## src/hw/dgc_fifo.sv

```systemverilog
// fifo buffer: its module is defined beside the combiner logic

```

## src/common/dgc_pkg.sv

```systemverilog
// package: dual gain pixel combiner constants and carriers
package dgc_pkg;
  localparam int ADC_W      = 11;
  localparam int OUT_W      = 16;
  localparam int NARROW_W   = 12;
  localparam int GAIN_W     = 16;
  localparam int GAIN_FRAC  = 12;
  localparam int FIFO_DEPTH = 16;
  localparam logic [ADC_W-1:0]  THRESH_RST = 11'h7c0;
  localparam logic [OUT_W-1:0]  OUT_MAX    = 16'hffff;
  localparam logic [NARROW_W-1:0] NARROW_MAX = 12'hfff;

  // gain setting, one per frame
  typedef enum logic [1:0] {
    DGC_HIGH_CAP  = 2'b00,
    DGC_LOW_NOISE = 2'b01,
    DGC_COMBINED  = 2'b10
  } dgc_mode_type;

  // one stream sample with its compensation data
  typedef struct packed {
    logic [ADC_W-1:0]  sample;
    logic [ADC_W-1:0]  offset;
    logic [GAIN_W-1:0] gain;
  } dgc_chan_type;

  // both gain samples of one pixel
  typedef struct packed {
    dgc_chan_type hi;
    dgc_chan_type lo;
  } dgc_pix_type;

  // merged output word
  typedef struct packed {
    logic             half;
    logic             last;
    logic [OUT_W-1:0] value;
  } dgc_out_type;
endpackage : dgc_pkg

```

## src/hw/dgc_combiner.sv

```systemverilog
// file: dual gain pixel combiner, top and bottom halves merged into one stream
`timescale 1ns/100ps
module dgc_combiner (
  input  wire logic                        clock,
  input  wire logic                        srst,
  input  wire dgc_pkg::dgc_mode_type       mode,
  input  wire logic [dgc_pkg::ADC_W-1:0]   threshold,
  input  wire logic                        frame_start,
  input  wire logic [1:0]                  pix_valid,
  output logic      [1:0]                  pix_ready,
  input  wire logic [1:0]                  pix_last,
  input  wire dgc_pkg::dgc_pix_type        pix_top,
  input  wire dgc_pkg::dgc_pix_type        pix_bot,
  output logic                             out_valid,
  input  wire logic                        out_ready,
  output dgc_pkg::dgc_out_type             out_data,
  output logic                             frame_done
);
  localparam int PROD_W = dgc_pkg::ADC_W + dgc_pkg::GAIN_W;
  localparam int FW     = $bits(dgc_pkg::dgc_out_type);

  //----------------------------------------
  // frame settings
  //----------------------------------------
  dgc_pkg::dgc_mode_type          mode_r, mode_nxt;
  logic [dgc_pkg::ADC_W-1:0]      thr_r, thr_nxt;

  always_comb begin
    mode_nxt = frame_start ? mode : mode_r;
    thr_nxt  = frame_start ? threshold : thr_r;
  end

  always_ff @(posedge clock) begin
    if (srst) begin
      mode_r <= dgc_pkg::DGC_COMBINED;
      thr_r  <= dgc_pkg::THRESH_RST;
    end else begin
      mode_r <= mode_nxt;
      thr_r  <= thr_nxt;
    end
  end

  //----------------------------------------
  // per half select and compensate
  //----------------------------------------
  dgc_pkg::dgc_pix_type pix   [2];
  dgc_pkg::dgc_out_type res_r [2];
  dgc_pkg::dgc_out_type res_nxt [2];
  logic [1:0]           rv_r, rv_nxt, take, drain;

  assign pix[0] = pix_top;
  assign pix[1] = pix_bot;

  genvar h;
  generate
    for (h = 0; h < 2; h++) begin : g_half
      dgc_pkg::dgc_chan_type ch;
      logic [dgc_pkg::ADC_W-1:0] diff;
      logic [PROD_W-1:0]         prod;
      logic [PROD_W-dgc_pkg::GAIN_FRAC-1:0] scaled;
      always_comb begin
        unique case (mode_r)
          dgc_pkg::DGC_HIGH_CAP:  ch = pix[h].lo;
          dgc_pkg::DGC_LOW_NOISE: ch = pix[h].hi;
          default:
            ch = (pix[h].hi.sample >= thr_r) ? pix[h].lo : pix[h].hi;
        endcase
        diff   = (ch.sample > ch.offset) ? ch.sample - ch.offset : '0;
        prod   = PROD_W'(diff) * PROD_W'(ch.gain);
        scaled = prod[PROD_W-1:dgc_pkg::GAIN_FRAC];
        res_nxt[h] = res_r[h];
        if (take[h]) begin
          res_nxt[h].half = 1'(h);
          res_nxt[h].last = pix_last[h];
          if (mode_r == dgc_pkg::DGC_COMBINED) begin
            res_nxt[h].value = (scaled > PROD_W'(dgc_pkg::OUT_MAX)) ?
                               dgc_pkg::OUT_MAX : 16'(scaled);
          end else begin
            res_nxt[h].value = (scaled > PROD_W'(dgc_pkg::NARROW_MAX)) ?
                               16'(dgc_pkg::NARROW_MAX) : 16'(scaled[dgc_pkg::NARROW_W-1:0]);
          end
        end
      end
      always_comb begin
        take[h]   = pix_valid[h] && pix_ready[h];
        rv_nxt[h] = take[h] | (rv_r[h] & ~drain[h]);
      end
      always_ff @(posedge clock) begin
        if (srst) begin
          res_r[h] <= '0;
          rv_r[h]  <= 1'b0;
        end else begin
          res_r[h] <= res_nxt[h];
          rv_r[h]  <= rv_nxt[h];
        end
      end
      assign pix_ready[h] = !rv_r[h] || drain[h];
    end
  endgenerate

  //----------------------------------------
  // merge halves into the fifo
  //----------------------------------------
  logic                  pick_r, pick_nxt, f_ready, f_valid;
  logic                  ov_r, ov_nxt, fd_r, fd_nxt;
  logic [1:0]            last_seen_r, last_seen_nxt;
  dgc_pkg::dgc_out_type  od_r, od_nxt, f_data;
  logic                  sel;
  logic [FW-1:0]         f_out;

  always_comb begin
    // alternate halves so both streams progress
    sel = (rv_r[0] && rv_r[1]) ? pick_r : rv_r[1];
    drain = '0;
    if (f_ready && (rv_r != 2'b00)) begin
      drain[sel] = 1'b1;
    end
    pick_nxt = (drain != 2'b00) ? ~sel : pick_r;
    // a last word draining with frame_start still counts
    last_seen_nxt = frame_start ? 2'b00 : last_seen_r;
    fd_nxt = 1'b0;
    if (drain != 2'b00 && res_r[sel].last) begin
      last_seen_nxt[sel] = 1'b1;
    end
    if (last_seen_nxt == 2'b11) begin
      fd_nxt = 1'b1;
      last_seen_nxt = 2'b00;
    end
    f_data = res_r[sel];
    f_data.last = fd_nxt;
    ov_nxt = ov_r;
    od_nxt = od_r;
    if (!ov_r || out_ready) begin
      ov_nxt = f_valid;
      od_nxt = dgc_pkg::dgc_out_type'(f_out);
    end
  end

  dgc_fifo #(
    .WIDTH (FW),
    .DEPTH (dgc_pkg::FIFO_DEPTH)
  ) u_fifo (
    .clock     (clock),
    .srst      (srst),
    .in_valid  (drain != 2'b00),
    .in_ready  (f_ready),
    .in_data   (f_data),
    .out_valid (f_valid),
    .out_ready (!ov_r || out_ready),
    .out_data  (f_out)
  );

  always_ff @(posedge clock) begin
    if (srst) begin
      pick_r      <= 1'b0;
      last_seen_r <= 2'b00;
      fd_r        <= 1'b0;
      ov_r        <= 1'b0;
      od_r        <= '0;
    end else begin
      pick_r      <= pick_nxt;
      last_seen_r <= last_seen_nxt;
      fd_r        <= fd_nxt;
      ov_r        <= ov_nxt;
      od_r        <= od_nxt;
    end
  end

  assign out_valid  = ov_r;
  assign out_data   = od_r;
  assign frame_done = fd_r;
endmodule : dgc_combiner

//----------------------------------------
// parameterised synchronous fifo
//----------------------------------------
module dgc_fifo #(
  parameter int WIDTH = 18,
  parameter int DEPTH = 16
) (
  input  wire logic             clock,
  input  wire logic             srst,
  input  wire logic             in_valid,
  output logic                  in_ready,
  input  wire logic [WIDTH-1:0] in_data,
  output logic                  out_valid,
  input  wire logic             out_ready,
  output logic      [WIDTH-1:0] out_data
);
  localparam int AW = $clog2(DEPTH);
  logic [WIDTH-1:0] mem [DEPTH];
  logic [AW:0]      wp_r, wp_nxt, rp_r, rp_nxt;
  logic             push, pop;

  always_comb begin
    push   = in_valid && in_ready;
    pop    = out_valid && out_ready;
    wp_nxt = push ? wp_r + 1'b1 : wp_r;
    rp_nxt = pop ? rp_r + 1'b1 : rp_r;
  end

  always_ff @(posedge clock) begin
    if (srst) begin
      wp_r <= '0;
      rp_r <= '0;
    end else begin
      wp_r <= wp_nxt;
      rp_r <= rp_nxt;
    end
  end

  always_ff @(posedge clock) begin
    if (push) begin
      mem[wp_r[AW-1:0]] <= in_data;
    end
  end

  assign in_ready  = !((wp_r[AW] != rp_r[AW]) && (wp_r[AW-1:0] == rp_r[AW-1:0]));
  assign out_valid = (wp_r != rp_r);
  assign out_data  = mem[rp_r[AW-1:0]];
endmodule : dgc_fifo

```

## config.mk

```make
export PLATFORM = sky130hd
export DESIGN_NAME = dgc_combiner
export DESIGN_NICKNAME = d
export VERILOG_FILES = /design/src/hw/dgc_fifo.sv /design/src/common/dgc_pkg.sv /design/src/hw/dgc_combiner.sv
export SDC_FILE = /design/constraint.sdc
export NUM_CORES = 1
export LEC_CHECK = 0
export ABC_AREA = 0
export BUFFER_PORTS_ARGS = -buffer_cell sky130_fd_sc_hd__buf_2
export CORE_MARGIN = 2
export CORE_UTILIZATION = 40
export DETAILED_ROUTE_END_ITERATION = 10
export GPL_ROUTABILITY_DRIVEN = 0
export PLACE_DENSITY = 0.61
export SYNTH_ARGS = -nofsm -noshare
export SYNTH_HDL_FRONTEND = slang
export SYNTH_SLANG_ARGS = --single-unit
```

## constraint.sdc

```tcl
create_clock -name clock -period 12.1 [get_ports clock]
set_input_delay 1.815 -clock clock [delete_from_list [all_inputs] [get_ports clock]]
set_output_delay 1.815 -clock clock [all_outputs]
set_load 0.02 [all_outputs]
```

-- After elaboration in Yosys (flattened, before gate mapping)
Memory sizes are Yosys's and may differ from the RTL's. A register that Yosys moved wholly into a read port is not among the register bits.
Index checks and enable logic that the tools add are counted.
- equal/unequal tests: 8
- reduce and logical (&&, ||, !) cells: 22
- mux-type cells: 26
- $lt $le $gt $ge: 8
- bitwise gates (word level): 10
- add/subtract/negate cells: 4
- multiply operators: 2
- operators by type and width (kind ; count):
    $pmux 38 s2 ; 2
    $mux 38 ; 2
    $mux 18 ; 4
    $mul 11x16->27 ; 2
    $gt 15x12->1 const B ; 2
    $mux 15 ; 2
    $mux 12 ; 2
    $ge 11x11->1 ; 2
    $gt 11x11->1 ; 2
    $mux 11 ; 2
    $sub 11x11->11 ; 2
    $add 5x1->5 const B ; 2
    $logic_and 1x1->1 ; 9
    $mux 1 ; 8
    $mux 2 ; 3
    $ne 5x5->1 ; 1
    $eq 2x2->1 const B ; 2
    $eq 4x4->1 ; 1
    $logic_not 1->1 ; 4
    $or 1x1->1 ; 4
    $reduce_and 2->1 ; 2
    $reduce_bool 2->1 ; 2
    $logic_or 1x1->1 ; 3
    $not 1->1 ; 3
    10 further kinds ; 12
- memories: 2
- memory bits (writable): 324
- input port bits: 173
- bits in registers: 30
- output and inout bits: 22
- memory list (name ; words ; bits a word ; read ports ; clocked after Yosys merged registers in ; wr ports ; RTL line ; text):
    u_fifo.mem ; 16 ; 18 ; 1 ; 1 ; 1 ; dgc_combiner.sv:191 ; logic [WIDTH-1:0] mem [DEPTH];
    res_r ; 2 ; 18 ; 1 ; 0 ; 2 ; dgc_combiner.sv:47 ; dgc_pkg::dgc_out_type res_r [2];

-- Logic depth before layout (Yosys ltp)
- depth in word-level cells: 12
- gate-level depth with buffers: 47
- mapped depth without buffers: 41

-- Hierarchy
Synthesis repeated with hierarchy kept, for this count alone.
- cells, all modules: 2434
- area, all modules: 28162.0 µm²
- modules (own cells, without submodules) (module ; area each (µm²) ; instances ; cells an instance):
    dgc_combiner ; 16293.1 ; 1 ; 1930
    dgc_fifo ; 11868.9 ; 1 ; 504

-- Worst setup path before layout
OpenSTA, ideal clock, no wires.
- kind: in2reg
- start: in pix_top[71] (netlist bit)
- end: mem res_r[0][2] (netlist bit) (data pin)
- stages on the path: 43
- path slack: 0.779 ns
- setup time: 0.263 ns
- required time: 11.837 ns
- data arrival time: 11.058 ns
- buffers on the path: 7
- cells stage by stage: ha_1 -> a21oi_1 -> o21ai_0 -> a21oi_1 -> o21ai_0 -> nand2_1 -> clkbuf_1 -> clkbuf_1 -> buf_2 -> mux2i_1 -> ha_1 -> o21a_1 -> o31a_1 -> o21ai_1 -> o31a_1 -> or2_1 -> clkbuf_1 -> a211oi_1 -> [7 not listed] -> inv_1 -> fa_1 -> inv_1 -> fa_1 -> inv_1 -> ha_1 -> clkbuf_1 -> a21o_1 -> a21oi_1 -> nor2b_1 -> o211ai_1 -> a31oi_1 -> nor3_1 -> o41ai_2 -> xor2_1 -> o311ai_2 -> buf_4 -> o21ai_0
- RTL lines (item ; RTL line ; text):
    start: declaration ; dgc_combiner.sv:12 ; input wire dgc_pkg::dgc_pix_type pix_top,
    end: declaration ; dgc_combiner.sv:47 ;

==> out/summary.txt <==
Avg Inst Size Synth - 11.32 um^2
CP Max Fanout - 23
Synth unique cells - 78
Starting DRT DRC Count - 1273
Drt wl/cell - 20.18 um
Die Width - 265.3 um
Layout net count - 3179
Rows - 95
Seq/Total Area, Yosys - 36.95%
Final setup margin - 0.8672 ns
Layout cells sized above 1 - 17.46%
Synth top area share - 33.43%
Core area - 67400 um^2
Synth Net Count - 3008
Post-route DRC - 0
Critical path type - input port to register
CTS sink cnt - 352
Sequential Area - 10090 um^2
N_diodes - 0
Max Slew Vio Count - 0
Flops & latches, synth - 352
Clock Pin Slew Worst Setup and Hold Paths - 0.07 ns
Setup bufs post-CTS - 0
Post-layout util - 45.23%
Slowest Stage Delay on Critical Path - 0.54 ns
Final hold violation count - 0
Slew HR - 25.67%
Fill count - 6206
Status - complete, no violations
Multi-input gate area - 15790 um^2
Initial core utilization - 40.51%
Critical path endpoint category - register
Synth Instances - 2412
DIE AREA - 70370 um^2
Initial antenna violation count - 3
CP Data Arrival Time - 11.50 ns
Num ports - 195
Asr flop ratio synth - 0%
Cell Area, Synth - 27300 um^2
Hold WC Path Type - register to register
Largest net degree at the start of global routing - 72
Die Span Y - 265.3 um
RSZ-0062 raised after global routing - no
GRT overflow - 0
Final worst-path cycle share - 92.83%
Slowest cell on crit path - fa_1
Max Cap Viol - 0
Fin crit period - 11.23 ns
GR Util All Layers - 20.26%
Yosys top cell by area - edfxtp_1
Post-DP HPWL - 53.00 mm
CTS Buffer Depth - 3
Wirelength, routed - 70.30 mm
EDFF count, synth - 304
IO buf count - 193
Vias in the first global route - 20181
Final setup violation count - 0
Worst slew pin tran - 1.115 ns
Latest clock arrival within the worst-skew pair - 0.54 ns
Critical Path RT - 12.37 ns
Hold-fix buffer count after cts - 0
Count leader, synth - nand2_1
Yosys warnings - 0
Setup TNS - 0 ns
Clk root buf - clkbuf_16
Pre-Repair DR Iteration Count - 5
Max Clock Freq - 0.08903 GHz
Post-synth top flop - edfxtp_1
Post-route ant nets - 0
CTS tree - done
Clock Skews - 0.04023 ns
Pre-CTS WS - 0.2053 ns
Vias - 18956
Vias per Instance - 5.441
TritonCTS Buffers - 36
H-tree Lvls - 2
Startpoint class of the critical path - input port
First-pass GRT wire length - 110.4 mm
Synth top cells by count - 326 x nand2_1, 304 x edfxtp_1, 304 x inv_1
Top cells by area, synth - edfxtp_1 33%, fa_1 18%, ha_1 7.9%
Area grow syn2layout - 11.65%
[timing repair]
action	in CTS	in global routing
endpoints found under the hold margin	0	0
resized for setup	0	1
endpoints found under the setup margin	0	12
[layout make-up]
cell class / count / area share (%)
clock buffer: 52 / 3.218
clock inverter: 14 / 0.5623
inverter: 305 / 3.756
multi-input combinational: 1664 / 51.79
sequential: 352 / 33.11
tap: 873 / 3.583
timing repair buffer: 224 / 3.973
[through the flow]
| stage | cell area (um^2) | hold WS [ns] | cells |
|---|---|---|---|
| after floorplan | 27300 | 0.4321 | 2412 |
| after global placement | 29320 | 0.4371 | 3418 |
| after detailed placement | 29320 | 0.4452 | 3418 |
| after CTS | 30470 | 0.4545 | 3484 |
| after global routing | 30480 | 0.4612 | 3484 |
| final | 30480 | 0.4502 | 3484 |
[critical path, delay by kind of cell]
family                     cells  cell delay, ns
buffers and inverters          4            0.26
and+or+nand+nor                6            1.48
adders and majority gates      9            3.65
xor gates and xnor gates       2            0.42
AOI/OAI and AO/OA             17            3.47
muxes                          1            0.41
[kinds of logic (layout without fill, tap and decap cells)]
kind of cell	Yosys count	count (layout)	share of synthesized area [%]
buffers and inverters	396	595	5.522
xor gates and xnor gates	60	60	1.925
DFF	352	352	36.95
and+or+nand+nor	705	705	11.27
other	1	1	0.01373
AOI/OAI and AO/OA	278	278	6.709
adders and majority gates	423	423	26.26
muxes	197	197	11.35
[flip-flops by register name, summed over array words and instances (netlist names), 2 cells and up]
| name | flops |
|---|---|
| u_fifo.rp_r | 5 |
| last_seen_r | 2 |
| thr_r | 11 |
| out_data | 17 |
| u_fifo.wp_r | 5 |
| rv_r | 2 |
| res_r | 33 |
| u_fifo.mem | 272 |
| mode_r | 2 |
[worst paths after layout]
path | start | to | slack (ns) | cells past startpoint
setup reg to reg | thr_r[6] | res_r[0][3] | 1.82 | 39
setup / recovery | pix_top[71] | res_r[0][3] | 0.87 | 39
hold reg to reg | out_data[7] | out_data[7] | 0.45 | 2
hold / removal | out_data[7] | out_data[7] | 0.45 | 2
[layout by cell type (no fill, tap or decap), types with 15 or more instances in the layout]
cell       synthesis  final
nand2_1          326    325
inv_1            304    304
edfxtp_1         304    304
fa_1             250    250
nor2_1           207    194
buf_2              5    193
ha_1             173    173
a21oi_1           94     94
mux4_2            85     85
mux2i_1           61     61
mux2_2            51     51
dfxtp_1           48     46
xnor2_1           42     42
o21ai_0           41     40
clkbuf_16          0     36
a21o_1            33     33
buf_4              2     30
nand3_1           24     24
nor2b_1           23     22
nand2b_1          22     22
and2_1            21     21
nand4_1           18     18
xor2_1            18     18
o21ai_1           14     15
and3_1            15     15
o211ai_1          15     15
[per-layer routing]
metal	track usage [%]	up-vias	share of wire, %
met4	6.719	6	3.2
li1	-	8595	-
met1	26.53	9504	42
met5	0	-	0.054
met3	3.629	144	7.0
met2	34.06	707	48
Power is not shown: default switching activity piles up to over one toggle a cycle in this logic, so the estimate is an artifact.
